### src/pkg/qdsc_pkg.sv
// Package: constants and types for the quad converter serial control block
package qdsc_pkg;

  // ----------------------------------------------------------------
  // Frame layout
  // ----------------------------------------------------------------
  localparam int          FRAME_BITS   = 24;
  localparam logic [4:0]  LAST_BIT_IDX = 5'h17;   // 24th falling edge
  localparam int          NUM_CH       = 4;
  localparam int          WORD_W       = 16;
  localparam int          RES_BITS     = 12;       // 8, 10 or 12

  // ----------------------------------------------------------------
  // Command nibble (bits 23..20)
  // ----------------------------------------------------------------
  localparam logic [3:0] OP_WRITE_PENDING = 4'h0;
  localparam logic [3:0] OP_XFER_SELECTED = 4'h1;
  localparam logic [3:0] OP_WRITE_XFER_ALL = 4'h2;
  localparam logic [3:0] OP_WRITE_XFER_SEL = 4'h3;
  localparam logic [3:0] OP_POWER         = 4'h4;
  localparam logic [3:0] OP_SOFT          = 4'h5;
  localparam logic [3:0] OP_CONFIG        = 4'h6;
  localparam logic [3:0] OP_REFERENCE     = 4'h7;
  localparam logic [3:0] OP_ALL_GROUP     = 4'h8;

  // Full command byte codes
  localparam logic [7:0] CMD_SOFT_ZERO    = 8'h50;
  localparam logic [7:0] CMD_SOFT_DEFAULT = 8'h51;
  localparam logic [7:0] CMD_WRITE_ALL    = 8'h80;
  localparam logic [7:0] CMD_XFER_ALL     = 8'h81;
  localparam logic [6:0] CMD_WRITE_XFER_ALL_HI = 7'h41; // 1000001x

  // ----------------------------------------------------------------
  // Reset values
  // ----------------------------------------------------------------
  localparam logic [RES_BITS-1:0] CODE_RESET  = 12'h000;
  localparam logic [1:0]          REF_EXTERNAL = 2'h0;
  localparam logic [1:0]          PWR_NORMAL   = 2'h0;
  localparam logic [NUM_CH-1:0]   GATE_RESET   = 4'h0;

  // ----------------------------------------------------------------
  // Timing (host obligations, used for documentation of the bench)
  // ----------------------------------------------------------------
  localparam int CLK_PERIOD_NS = 25;
  localparam int ZERO_RELEASE_TO_SELECT_GAP_NS = 20;
  localparam int ZERO_RELEASE_TO_SELECT_GAP_CYC =
    (ZERO_RELEASE_TO_SELECT_GAP_NS + CLK_PERIOD_NS - 1) / CLK_PERIOD_NS;

  // Frame receiver state
  typedef enum logic [2:0] {
    QDSC_IDLE  = 3'b001,
    QDSC_SHIFT = 3'b010,
    QDSC_DONE  = 3'b100
  } qdsc_state_t;

endpackage : qdsc_pkg

### src/logic/qdsc_top.sv
// Serial control logic of a four channel converter
//
// Behaviour
// - Capture one data bit on each falling serial clock edge after select falls.
// - Frame is 24 bits; execute at the 24th falling edge.
// - Longer frames execute at edge 24; extra bits ignored.
// - Select rising before 24 edges discards the frame.
// - Serial clock ignored while select is high.
// - Frame is command byte then left-justified offset-binary 16-bit word.
// - Each channel has a pending register feeding an output latch.
// - Latch loads directly on write-and-transfer or from pending on transfer.
// - Registers keep contents and update during power-down.
// - Soft zero and soft default clear all pending and output registers.
// - Power-on sets all channel registers to code zero.
// - Reference mode defaults to external after power-on and soft default.
// - Load pin low copies every channel's pending into its output latch.
// - Load pin held low makes latches transparent.
// - Config command sets the latch gate bit of channels picked by bits 11..8, or of all with bit 19.
// - Zero pin low clears all pending and output registers.
// - Zero pin low cancels any frame in progress.
// - Ready output goes low at the 24th falling edge.
// - Command bits 23..20 choose write, transfer, write-transfer-all, write-transfer-selected, power, soft, config, reference, all-group.
// - Transfer-all copies every pending register into its latch.
// - Gate bit 0 latches on transfers only; 1 makes latch transparent.
// - Ready output returns high after select rises.
`timescale 1ns/10ps
module qdsc_top (
  input  wire logic                        clk,
  input  wire logic                        rstn,
  input  wire logic                        ce,
  input  wire logic                        select_n,
  input  wire logic                        sclk,
  input  wire logic                        din,
  input  wire logic                        hw_transfer_n,
  input  wire logic                        async_zero_n,
  output logic                             ready_n,
  output logic [qdsc_pkg::RES_BITS-1:0]    out_a,
  output logic [qdsc_pkg::RES_BITS-1:0]    out_b,
  output logic [qdsc_pkg::RES_BITS-1:0]    out_c,
  output logic [qdsc_pkg::RES_BITS-1:0]    out_d,
  output logic [1:0]                       ref_mode,
  output logic                             ref_always_on,
  output logic [7:0]                       power_mode,
  output logic [qdsc_pkg::NUM_CH-1:0]      latch_gate
);

  localparam int NCH = qdsc_pkg::NUM_CH;
  localparam int RB  = qdsc_pkg::RES_BITS;

  // ----------------------------------------------------------------
  // Pin synchronisers
  // ----------------------------------------------------------------
  logic sel_s, sclk_s, din_s, hwx_s, zero_s;

  qdsc_sync #(.RESET_VAL(1'b1)) u_sync_sel (
    .clk(clk), .rstn(rstn), .ce(ce), .d(select_n), .q(sel_s));
  qdsc_sync #(.RESET_VAL(1'b0)) u_sync_sclk (
    .clk(clk), .rstn(rstn), .ce(ce), .d(sclk), .q(sclk_s));
  qdsc_sync #(.RESET_VAL(1'b0)) u_sync_din (
    .clk(clk), .rstn(rstn), .ce(ce), .d(din), .q(din_s));
  qdsc_sync #(.RESET_VAL(1'b1)) u_sync_hwx (
    .clk(clk), .rstn(rstn), .ce(ce), .d(hw_transfer_n), .q(hwx_s));
  qdsc_sync #(.RESET_VAL(1'b1)) u_sync_zero (
    .clk(clk), .rstn(rstn), .ce(ce), .d(async_zero_n), .q(zero_s));

  // ----------------------------------------------------------------
  // Edge detection on the synchronised serial clock
  // ----------------------------------------------------------------
  logic sclk_d;
  logic sel_d;
  logic sclk_fall;

  // Previous samples; a frame opens only on a select fall, never on a level
  always_ff @(posedge clk or negedge rstn) begin
    if (!rstn) begin
      sclk_d <= 1'b0;
      sel_d  <= 1'b1;
    end else if (ce) begin
      sclk_d <= sclk_s;
      sel_d  <= sel_s;
    end
  end

  // Edges count only while selected and not held in zero
  assign sclk_fall = sclk_d & ~sclk_s & ~sel_s & zero_s;

  // ----------------------------------------------------------------
  // Frame receiver
  // ----------------------------------------------------------------
  qdsc_pkg::qdsc_state_t state, next_state;
  logic [4:0]                          bit_cnt;
  logic [qdsc_pkg::FRAME_BITS-1:0]     shreg;
  logic                                exec;

  // Decide the next frame state
  always_comb begin
    next_state = state;
    case (state)
      qdsc_pkg::QDSC_IDLE: begin
        if (sel_d && !sel_s && zero_s) begin
          next_state = qdsc_pkg::QDSC_SHIFT;
        end
      end
      qdsc_pkg::QDSC_SHIFT: begin
        if (sel_s || !zero_s) begin
          next_state = qdsc_pkg::QDSC_IDLE;
        end else if (sclk_fall && bit_cnt == qdsc_pkg::LAST_BIT_IDX) begin
          next_state = qdsc_pkg::QDSC_DONE;
        end
      end
      qdsc_pkg::QDSC_DONE: begin
        // Stay until select rises or zero drops, ignoring extra bits
        if (sel_s || !zero_s) begin
          next_state = qdsc_pkg::QDSC_IDLE;
        end
      end
      default: next_state = qdsc_pkg::QDSC_IDLE;
    endcase
  end

  // State register
  always_ff @(posedge clk or negedge rstn) begin
    if (!rstn) begin
      state <= qdsc_pkg::QDSC_IDLE;
    end else if (ce) begin
      state <= next_state;
    end
  end

  // Bit counter cleared outside the shift state; shift register is cleared only by reset
  always_ff @(posedge clk or negedge rstn) begin
    if (!rstn) begin
      bit_cnt <= 5'h00;
      shreg   <= 24'h000000;
    end else if (ce) begin
      if (state != qdsc_pkg::QDSC_SHIFT) begin
        bit_cnt <= 5'h00;
      end else if (sclk_fall) begin
        bit_cnt <= bit_cnt + 5'h01;
        shreg   <= {shreg[qdsc_pkg::FRAME_BITS-2:0], din_s};
      end
    end
  end

  // Execute pulse one cycle after the 24th edge is shifted in
  assign exec = (state == qdsc_pkg::QDSC_DONE) && (bit_cnt == 5'h18)
                && zero_s;

  // Mark execution so it happens only once per frame
  logic done_seen;
  always_ff @(posedge clk or negedge rstn) begin
    if (!rstn) begin
      done_seen <= 1'b0;
    end else if (ce) begin
      done_seen <= (state == qdsc_pkg::QDSC_DONE);
    end
  end

  logic exec_p;
  assign exec_p = exec & ~done_seen;

  // ----------------------------------------------------------------
  // Command decode
  // ----------------------------------------------------------------
  logic [7:0]      cmd;
  logic [3:0]      op;
  logic [RB-1:0]   code;
  logic [NCH-1:0]  sel_ch, wr, xf, dir;
  logic            soft_zero, soft_def;

  assign cmd  = shreg[23:16];
  assign op   = cmd[7:4];
  assign code = shreg[15:16-RB];

  // Channel selection: values above 3 mean all channels
  always_comb begin
    sel_ch = 4'h0;
    if (cmd[3] || cmd[2]) begin
      sel_ch = 4'hf;
    end else begin
      sel_ch[cmd[1:0]] = 1'b1;
    end
  end

  // Per-channel write, transfer and direct-load strobes
  always_comb begin
    wr  = 4'h0;
    xf  = 4'h0;
    dir = 4'h0;
    if (exec_p) begin
      case (op)
        qdsc_pkg::OP_WRITE_PENDING: wr = sel_ch;
        qdsc_pkg::OP_XFER_SELECTED: xf = sel_ch;
        qdsc_pkg::OP_WRITE_XFER_ALL: begin
          wr  = sel_ch;
          dir = sel_ch;
          xf  = ~sel_ch;
        end
        qdsc_pkg::OP_WRITE_XFER_SEL: begin
          wr  = sel_ch;
          dir = sel_ch;
        end
        qdsc_pkg::OP_ALL_GROUP: begin
          if (cmd == qdsc_pkg::CMD_WRITE_ALL) begin
            wr = 4'hf;
          end else if (cmd == qdsc_pkg::CMD_XFER_ALL) begin
            xf = 4'hf;
          end else if (cmd[7:1] == qdsc_pkg::CMD_WRITE_XFER_ALL_HI) begin
            wr  = 4'hf;
            dir = 4'hf;
          end
        end
        default: begin
          wr = 4'h0;
        end
      endcase
    end
  end

  assign soft_zero = exec_p && (cmd == qdsc_pkg::CMD_SOFT_ZERO);
  assign soft_def  = exec_p && (cmd == qdsc_pkg::CMD_SOFT_DEFAULT);

  // ----------------------------------------------------------------
  // Configuration registers
  // ----------------------------------------------------------------
  // Gate bits, power modes, reference selection
  always_ff @(posedge clk or negedge rstn) begin
    if (!rstn) begin
      latch_gate    <= qdsc_pkg::GATE_RESET;
      power_mode    <= {4{qdsc_pkg::PWR_NORMAL}};
      ref_mode      <= qdsc_pkg::REF_EXTERNAL;
      ref_always_on <= 1'b0;
    end else if (ce) begin
      if (soft_def) begin
        latch_gate    <= qdsc_pkg::GATE_RESET;
        power_mode    <= {4{qdsc_pkg::PWR_NORMAL}};
        ref_mode      <= qdsc_pkg::REF_EXTERNAL;
        ref_always_on <= 1'b0;
      end else if (exec_p && op == qdsc_pkg::OP_CONFIG) begin
        for (int i = 0; i < NCH; i++) begin
          if (shreg[19] || shreg[8+i]) begin
            latch_gate[i] <= shreg[16];
          end
        end
      end else if (exec_p && op == qdsc_pkg::OP_POWER) begin
        for (int i = 0; i < NCH; i++) begin
          if (shreg[8+i]) begin
            power_mode[2*i +: 2] <= shreg[17:16];
          end
        end
      end else if (exec_p && op == qdsc_pkg::OP_REFERENCE) begin
        ref_mode      <= shreg[17:16];
        ref_always_on <= shreg[18];
      end
    end
  end

  // ----------------------------------------------------------------
  // Channels
  // ----------------------------------------------------------------
  logic            zero_all, hw_load;
  logic [RB-1:0]   ch_out [NCH];

  assign zero_all = ~zero_s | soft_zero | soft_def;
  assign hw_load  = ~hwx_s;

  for (genvar g = 0; g < NCH; g++) begin : g_ch
    qdsc_channel u_ch (
      .clk       (clk),
      .rstn      (rstn),
      .ce        (ce),
      .zero      (zero_all),
      .write_en  (wr[g]),
      .write_data(code),
      .xfer_en   (xf[g]),
      .direct_en (dir[g]),
      .hw_load   (hw_load),
      .gate      (latch_gate[g]),
      .pending   (),
      .out_latch (ch_out[g])
    );
  end

  // Outputs registered again so they come straight from flops
  always_ff @(posedge clk or negedge rstn) begin
    if (!rstn) begin
      out_a <= qdsc_pkg::CODE_RESET;
      out_b <= qdsc_pkg::CODE_RESET;
      out_c <= qdsc_pkg::CODE_RESET;
      out_d <= qdsc_pkg::CODE_RESET;
    end else if (ce) begin
      out_a <= ch_out[0];
      out_b <= ch_out[1];
      out_c <= ch_out[2];
      out_d <= ch_out[3];
    end
  end

  // ----------------------------------------------------------------
  // Ready output for daisy chain
  // ----------------------------------------------------------------
  // Low from the 24th edge until select rises
  always_ff @(posedge clk or negedge rstn) begin
    if (!rstn) begin
      ready_n <= 1'b1;
    end else if (ce) begin
      if (sel_s) begin
        ready_n <= 1'b1;
      end else if (state == qdsc_pkg::QDSC_SHIFT && sclk_fall
                   && bit_cnt == qdsc_pkg::LAST_BIT_IDX) begin
        ready_n <= 1'b0;
      end
    end
  end
endmodule : qdsc_top

### src/logic/qdsc_sync.sv
// Two flip-flop synchroniser for one asynchronous input
`timescale 1ns/10ps
module qdsc_sync #(
  parameter logic RESET_VAL = 1'b0
) (
  input  wire logic clk,
  input  wire logic rstn,
  input  wire logic ce,
  input  wire logic d,
  output logic      q
);

  logic meta;

  // ------------------------------------------------------------
  // Stages
  // ------------------------------------------------------------
  // First stage feeds only the second stage
  always_ff @(posedge clk or negedge rstn) begin
    if (!rstn) begin
      meta <= RESET_VAL;
      q    <= RESET_VAL;
    end else if (ce) begin
      meta <= d;
      q    <= meta;
    end
  end

endmodule : qdsc_sync

### src/logic/qdsc_channel.sv
// One converter channel: pending register and output latch
`timescale 1ns/10ps
module qdsc_channel (
  input  wire logic                          clk,
  input  wire logic                          rstn,
  input  wire logic                          ce,
  input  wire logic                          zero,
  input  wire logic                          write_en,
  input  wire logic [qdsc_pkg::RES_BITS-1:0] write_data,
  input  wire logic                          xfer_en,
  input  wire logic                          direct_en,
  input  wire logic                          hw_load,
  input  wire logic                          gate,
  output logic      [qdsc_pkg::RES_BITS-1:0] pending,
  output logic      [qdsc_pkg::RES_BITS-1:0] out_latch
);

  logic transparent;
  // Load pin held low or gate bit set keeps the latch transparent
  assign transparent = gate | hw_load;

  // ------------------------------------------------------------
  // Pending register
  // ------------------------------------------------------------
  // Zero wins over any write in the same cycle
  always_ff @(posedge clk or negedge rstn) begin
    if (!rstn) begin
      pending <= qdsc_pkg::CODE_RESET;
    end else if (ce) begin
      if (zero) begin
        pending <= qdsc_pkg::CODE_RESET;
      end else if (write_en) begin
        pending <= write_data;
      end
    end
  end

  // ------------------------------------------------------------
  // Output latch
  // ------------------------------------------------------------
  // Transparent mode follows the newest pending value next cycle
  always_ff @(posedge clk or negedge rstn) begin
    if (!rstn) begin
      out_latch <= qdsc_pkg::CODE_RESET;
    end else if (ce) begin
      if (zero) begin
        out_latch <= qdsc_pkg::CODE_RESET;
      end else if (direct_en) begin
        out_latch <= write_data;
      end else if (xfer_en || transparent) begin
        out_latch <= pending;
      end
    end
  end

endmodule : qdsc_channel

### config.mk
export PLATFORM = sky130hd
export DESIGN_NAME = qdsc_top
export DESIGN_NICKNAME = d
export VERILOG_FILES = /design/src/pkg/qdsc_pkg.sv /design/src/logic/qdsc_top.sv /design/src/logic/qdsc_sync.sv /design/src/logic/qdsc_channel.sv
export SDC_FILE = /design/constraint.sdc
export NUM_CORES = 1
export LEC_CHECK = 0
export BUFFER_PORTS_ARGS = -buffer_cell sky130_fd_sc_hd__buf_2
export CAP_MARGIN = 20
export CORE_UTILIZATION = 47
export DETAILED_ROUTE_END_ITERATION = 10
export PLACE_DENSITY = 0.65
export SYNTH_ARGS = -nofsm -noshare
export SYNTH_HDL_FRONTEND = slang
export SYNTH_SLANG_ARGS = --single-unit
### constraint.sdc
create_clock -name clk -period 2.73 [get_ports clk]
set_clock_uncertainty 0.05 [all_clocks]
set_input_delay 0.273 -clock clk [delete_from_list [all_inputs] [get_ports clk]]
set_output_delay 0.273 -clock clk [all_outputs]
set_load 0.005 [all_outputs]
==> summary.md, run 1 <==
| Metric | Value |
|---|---|
| Synth Area in Simple Gates | `7.65%` |
| Final WL | `19900 um` |
| Top cells by area, synth | `dfrtp_1, mux2_2, mux2i_1` |
| CTS H-tree depth | `1` |
| Die area | `19200 sq um` |
| Layout cell share with drive strength beyond 1 | `30.2%` |
| CTS buffer count | `22` |
| Seq/Total Area, Yosys | `58.8%` |
| Post-synth top area cell | `dfrtp_1` |
| Mux cell area share after synthesis | `16.9%` |
| CP Max Fanout | `12` |
| Peak VDD IR | `0.484 mV` |
| Max_slew headroom | `58.7%` |
| Area of the multi-input gates | `3370 sq um` |
| Status | `finished with violations` |
| DR vias/cell | `5.63` |
| Final setup violation count | `0` |
| Ys flop type | `dfrtp_1` |
| Clock Tree Buf Depth | `3` |
| Final Hold Fails | `0` |
| Crit Path Class | `reg2reg` |
| Vias in the first global route | `6098` |
| DRC violations left | `12` |
| Synth Area in XOR/XNOR | `0.100%` |
| Drt initial violations | `343` |
| Final instance area | `10200 sq um` |
| Lkg Pwr | `0.00510 uW` |
| Clock Tree Root | `clkbuf_16` |
| Hold Crit Class | `in2reg` |
| FFs w/ async S/R, synth | `100%` |
| Worst-path clk slew | `60 ps` |
| Mapped cell area | `8750 sq um` |
| IO buf count | `71` |
| CP endpoint kind | `flip-flop` |
| Syn Nets | `724` |
| Post-route ant nets | `0` |
| Cell Pwr Density | `630 nW/um^2` |
| Standard-cell rows | `49` |
| Number of synthesized flops with an enable pin | `0` |
| Register area | `5140 sq um` |
| Fillcell total | `1494` |
| Final nets | `804` |
| GRT Resource Usage Total | `21.8%` |
| Worst EP required | `3090 ps` |
| Io pins | `72` |
| YS warnings | `0` |
| Pin count of the biggest net entering global routing | `72` |
| Initial antenna violation count | `0` |
| Setup TNS | `0 ps` |
| Area Growth Syn to Fin | `17.0%` |
| #FFs+latches synth | `205` |
| WP data arrival | `2840 ps` |
| First-pass GRT wire length | `33000 um` |
| Compound-Gate Fraction of Synth Area | `13.4%` |
| Number of diodes | `0` |
| Post-CTS Setup Inserts | `0` |
| Chip height | `138 um` |
| Minimum clock period | `2480 ps` |
| Sink Count | `205` |
| Largest family of logic cells by synthesized area | `multiplexers` |
| Failing checks | `DRC` |
| Via count | `5843` |
| Area share of the largest cell type after synthesis | `56.1%` |
| Slew @ Worst Pin | `619 ps` |
| Peak Freq | `404 MHz` |
| CTS tree | `built` |
| Grt ovf | `0` |
| Placer congestion estimate | `0.914` |
| Synth cell types | `51` |
| WL per Instance | `19.1 um` |
| Core Region | `18100 sq um` |
| Post-Synth Adder-Cell Area | `0.286%` |
| HPWL Detailed | `13600 um` |
| MaxCap Viol Count | `0` |
| Mean Syn Cell Area | `12.3 sq um` |
| Period utilization | `90.7%` |
| Final number of max-transition violations | `0` |
| First-pass iteration count of the detailed router | `8` |
| Worst skew pair latency | `510 ps` |
| Initial Utilization | `48.4%` |
| Cell count after synthesis | `714` |
| DP Area | `9430 sq um` |
| Startpoint Class | `flip-flop` |
| Die width | `138 um` |
final timing paths:
kind | slack, ps | cells past startpoint | from | to
max | 250 | 6 | shreg[21]$_DFFE_PN0P_ | g_ch[0].u_ch.out_latch[3]$_DFFE_PN0P_
min | 140 | 3 | ce | ready_n$_DFFE_PN1P_
max reg2reg | 250 | 6 | shreg[21]$_DFFE_PN0P_ | g_ch[0].u_ch.out_latch[3]$_DFFE_PN0P_
min reg2reg | 430 | 2 | g_ch[3].u_ch.pending[6]$_DFFE_PN0P_ | g_ch[3].u_ch.pending[6]$_DFFE_PN0P_
max in group asynchronous | 1520 | 3 | rstn | out_b[11]$_DFFE_PN0P_
min in group asynchronous | 300 | 2 | rstn | ref_always_on$_DFFE_PN0P_
cell type report:
class / instances / share of cell area, %
tap: 229 / 2.80
multi-input combinational: 449 / 33.0
timing repair buffer: 105 / 6.47
inverter: 11 / 0.403
clock inverter: 5 / 0.636
clock buffer: 34 / 6.50
sequential: 205 / 50.2
timing repair:
| item | 4_1_cts | 5_1_grt |
|---|---|---|
| gates resized for setup | 0 | 3 |
| hold endpoints to repair | 70 | 0 |
| setup endpoints to repair | 0 | 18 |
| hold buffers | 6 | 0 |
cell families (layout without fill, tap and decap cells):
logic type	count (synthesis)	after routing
AOI/OAI and AO/OA	170	170
muxes	137	137
adders and majority gates	2	2
buffers and inverters	60	155
xor gates and xnor gates	1	1
and+or+nand+nor	139	139
DFF	205	205
registers in the layout (all words and copies together) (netlist names), 2 cells and up:
register / count
bit_cnt: 5
g_ch.u_ch.out_latch: 48
g_ch.u_ch.pending: 48
latch_gate: 4
out_a: 12
out_b: 12
out_c: 12
out_d: 12
power_mode: 8
ref_mode: 2
shreg: 24
state: 3
cell usage after synthesis, drive strengths merged (7+ instances only):
| cell type | n |
|---|---|
| a21oi | 7 |
| buf | 17 |
| clkbuf | 32 |
| dfrtp | 196 |
| dfstp | 9 |
| inv | 11 |
| mux2 | 88 |
| mux2i | 49 |
| nand2 | 71 |
| nand2b | 9 |
| nand3 | 9 |
| nor2 | 18 |
| o21ai | 82 |
| o2bb2ai | 48 |
cell usage in the layout (no fill, tap or decap), types with 3 or more instances in the layout:
master / n
mux2i_1: 49
a32o_1: 6
dlygate4sd3_1: 6
clkbuf_16: 22
mux2_2: 88
a22o_1: 4
o2111ai_1: 4
o21ai_1: 8
nand2b_1: 9
nand3_1: 7
clkbuf_1: 5
dfrtp_1: 196
nand2_1: 71
and3_1: 3
a21oi_1: 7
buf_4: 27
buf_2: 69
or2_2: 4
nor2b_1: 5
clkbuf_8: 8
o21ai_0: 73
inv_1: 11
o211ai_1: 4
nor2_1: 18
a22oi_1: 4
nor3_1: 4
o2bb2ai_1: 48
dfstp_2: 9
metrics by stage:
stage	setup slack, ps	instances	hold slack [ps]	util [%]	total power (uW)
floorplan	529	714	-72.6	-	3390
CTS	164	1038	115	56.5	6520
global route	-5.75	1038	152	56.6	6710
finish	254	1038	137	56.6	6450
global placement	298	993	264	52.1	3540
detailed placement	184	993	277	52.1	3560
layer usage:
metal  vias to the layer above  part of all wire, %  GRT usage [%]
li1                       2738                    -              -
met5                         -                    0              0
met2                       131                   47           35.3
met4                         0                  2.1           5.91
met1                      2943                   47           30.4
met3                        31                  4.3           3.57
worst max-delay path: stages (launching register included):
cell,delay [ps]
dfrtp_1,470
or2_2,410
nor2_1,290
o211ai_1,230
o2111ai_1,430
nand3_2,280
o2bb2ai_1,230
report_power, final:
group          switching (uW)  internal, uW
Combinational             248           130
Sequential               39.4          3100
Clock                    1160          1770
Note: power is estimated with default switching activity, not from simulation.
==> run 2: changes to the inputs <==
SETUP_SLACK_MARGIN = 0.4   (was not set)
==> summary.md, run 2 (synthesis results as in run 1) <==
| Metric | Value |
|---|---|
| Status | `finished with violations (unchanged)` |
| Failing checks | `DRC (unchanged)` |
| Worst reg2reg startpoint | `u_sync_zero.q$_DFFE_PN1P_ (was shreg[21]$_DFFE_PN0P_)` |
| Most frequent cells in the layout | `dfrtp_1, mux2_2, o21ai_0, buf_2, nand2_1 (was dfrtp_1, mux2_2, o21ai_0, nand2_1, buf_2)` |
| Die width | `138 um (unchanged)` |
| Placer congestion estimate | `0.914 (unchanged)` |
| Critical Path Stages | `6 (unchanged)` |
| Final instance area | `10500 sq um (was 10200 sq um)` |
| Crit Path Class | `reg2reg (unchanged)` |
| HPWL Detailed | `13600 um (unchanged)` |
| Final WL | `20100 um (was 19900 um)` |
| RSZ-0062 raised after global routing | `true` |
| Standard-cell rows | `49 (unchanged)` |
| Cell Pwr Density | `620 nW/um^2 (was 630 nW/um^2)` |
| Post-route ant nets | `0 (unchanged)` |
| Area of the multi-input gates | `3540 sq um (was 3370 sq um)` |
| Peak Freq | `446 MHz (was 404 MHz)` |
| Hold Crit Class | `in2reg (unchanged)` |
| Initial antenna violation count | `0 (unchanged)` |
| Worst EP required | `3060 ps (was 3090 ps)` |
| Commonest non-fill, non-tap cell in the layout | `dfrtp_1 (unchanged)` |
| Initial Utilization | `48.4% (unchanged)` |
| Final Hold Fails | `0 (unchanged)` |
| DRC violations left | `12 (unchanged)` |
| MaxCap Viol Count | `0 (unchanged)` |
| Pin count of the biggest net entering global routing | `72 (unchanged)` |
| Lkg Pwr | `0.00517 uW (was 0.00510 uW)` |
| Minimum clock period | `2240 ps (was 2480 ps)` |
| R2R setup slack | `490 ps (was 250 ps)` |
| Crit path cell chain | `and4b_2 > nand4_4 > o41a_1 > buf_4 > nand2_1 > o21ai_0 (was or2_2 > nor2_1 > o211ai_1 > o2111ai_1 > nand3_2 > o2bb2ai_1)` |
| Drt initial violations | `392 (was 343)` |
| WL per Instance | `19.3 um (was 19.1 um)` |
| Clock Tree Buf Depth | `3 (unchanged)` |
| Dpl cells | `993 (unchanged)` |
| CTS tree | `built (unchanged)` |
| Worst r2r dst | `g_ch[0].u_ch.pending[7]$_DFFE_PN0P_ (was g_ch[0].u_ch.out_latch[3]$_DFFE_PN0P_)` |
| Setup TNS | `0 ps (unchanged)` |
| Core Region | `18100 sq um (unchanged)` |
| CP Max Fanout | `16 (was 12)` |
| R2R depth | `6 (unchanged)` |
| DR vias/cell | `5.74 (was 5.63)` |
| Number of diodes | `0 (unchanged)` |
| Startpoint Class | `flip-flop (unchanged)` |
| Max_slew headroom | `58.5% (was 58.7%)` |
| Final std cells w/o fill | `1044 (was 1038)` |
| Slew @ Worst Pin | `623 ps (was 619 ps)` |
| Final nets | `810 (was 804)` |
| Area Growth Syn to Fin | `19.9% (was 17.0%)` |
| Sink Count | `205 (unchanged)` |
| Worst Hold Slack | `141 ps (was 137 ps)` |
| Vias in the first global route | `6121 (was 6098)` |
| Final number of max-transition violations | `0 (unchanged)` |
| First-pass GRT wire length | `33100 um (was 33000 um)` |
| Worst skew pair latency | `510 ps (about the same)` |
| WP data arrival | `2570 ps (was 2840 ps)` |
| CTS buffer count | `22 (unchanged)` |
| Worst-path clk slew | `60 ps (about the same)` |
| GRT Resource Usage Total | `21.8% (about the same)` |
| Die area | `19200 sq um (unchanged)` |
| IO buf count | `71 (unchanged)` |
| DP Area | `9430 sq um (unchanged)` |
| CP endpoint kind | `flip-flop (unchanged)` |
| Register area | `5140 sq um (about the same)` |
| Slowest-stage cell, CP | `dfstp_2 (was dfrtp_1)` |
| Crit path to | `g_ch[0].u_ch.pending[7]$_DFFE_PN0P_ (was g_ch[0].u_ch.out_latch[3]$_DFFE_PN0P_)` |
| Via count | `5997 (was 5843)` |
| First-pass iteration count of the detailed router | `8 (unchanged)` |
| Period utilization | `82.1% (was 90.7%)` |
| Io pins | `72 (unchanged)` |
| Clock Tree Root | `clkbuf_16 (unchanged)` |
| WP buf/inv | `1 (was 0)` |
| Chip height | `138 um (unchanged)` |
| Final worst slack | `490 ps (was 254 ps)` |
| Grt ovf | `0 (unchanged)` |
| Cell family with the largest share of critical-path delay | `simple AND/OR/NAND/NOR gates (unchanged)` |
| Leading registers by flop count | `g_ch.u_ch.out_latch x48, g_ch.u_ch.pending x48, shreg x24 (unchanged)` |
| Critical Path Source | `u_sync_zero.q$_DFFE_PN1P_ (was shreg[21]$_DFFE_PN0P_)` |
| Layout cell share with drive strength beyond 1 | `32.9% (was 30.2%)` |
| Peak VDD IR | `0.484 mV (about the same)` |
| Final setup violation count | `0 (unchanged)` |
| Fillcell total | `1458 (was 1494)` |
| CTS H-tree depth | `1 (unchanged)` |
| Max stage delay on crit path | `550 ps (was 470 ps)` |
| Setup slack at placement | `184 ps (unchanged)` |
==> run 2: routing by layer <==
layer / global-route usage [%] / vias up / wire [um]
met3: 3.57 / 31 / 791
li1: - / 2760 / -
met1: 30.3 / 3068 / 9410
met4: 5.91 / 0 / 414
met5: 0 / - / 0
met2: 35.6 / 138 / 9500
==> run 2: power by group <==
part | internal, uW | switching [uW] | total [uW]
combinational | 161 | 265 | 427
clock | 1770 | 1160 | 2940
sequential | 3100 | 45.3 | 3140
total | 5030 | 1470 | 6500
==> run 2: worst min path at each step <==
stage | start | end | slack, ps | cells past startpoint
after floorplan | rstn | bit_cnt[0]$_DFFE_PN0P_ | -70 | 0
after global placement | rstn | ref_always_on$_DFFE_PN0P_ | 260 | 1
after detailed placement | rstn | ref_always_on$_DFFE_PN0P_ | 280 | 1
after CTS | ce | ready_n$_DFFE_PN1P_ | 120 | 3
after global routing | ce | ready_n$_DFFE_PN1P_ | 150 | 3
final | ce | ready_n$_DFFE_PN1P_ | 140 | 3
==> run 2: through the flow <==
| stage | total power (uW) | util [%] |
|---|---|---|
| 6_report | 6500 | 58.0 |
| 5_1_grt | 6760 | 58.0 |
| 3_5_place_dp | 3560 | 52.1 |
| 4_1_cts | 6540 | 57.0 |
| 2_1_floorplan | 3390 | - |
| 3_3_place_gp | 3540 | 52.1 |
==> run 2: layout make-up <==
| class | instances | share of cell area (%) |
|---|---|---|
| flip-flops and latches | 205 | 49.0 |
| multi-input cells | 449 | 33.7 |
| repair buffers | 111 | 7.12 |
| clock buffers | 34 | 6.35 |
| well taps | 229 | 2.73 |
| clock inverters | 5 | 0.620 |
| inverters | 11 | 0.394 |
==> run 2: worst min-delay path, stage by stage <==
cell,delay (ps)
buf_4,220
nand2_1,120
nand2_1,60
==> run 2: repair_timing <==
item | 4_1_cts | 5_1_grt
endpoints found under the hold margin | 70 | 0
endpoints found under the setup margin | 96 | 101
gates resized for setup | 19 | 25
cloned | 0 | 1
hold buffers | 6 | 0
pin swaps | 4 | 3
setup buffers | 0 | 5
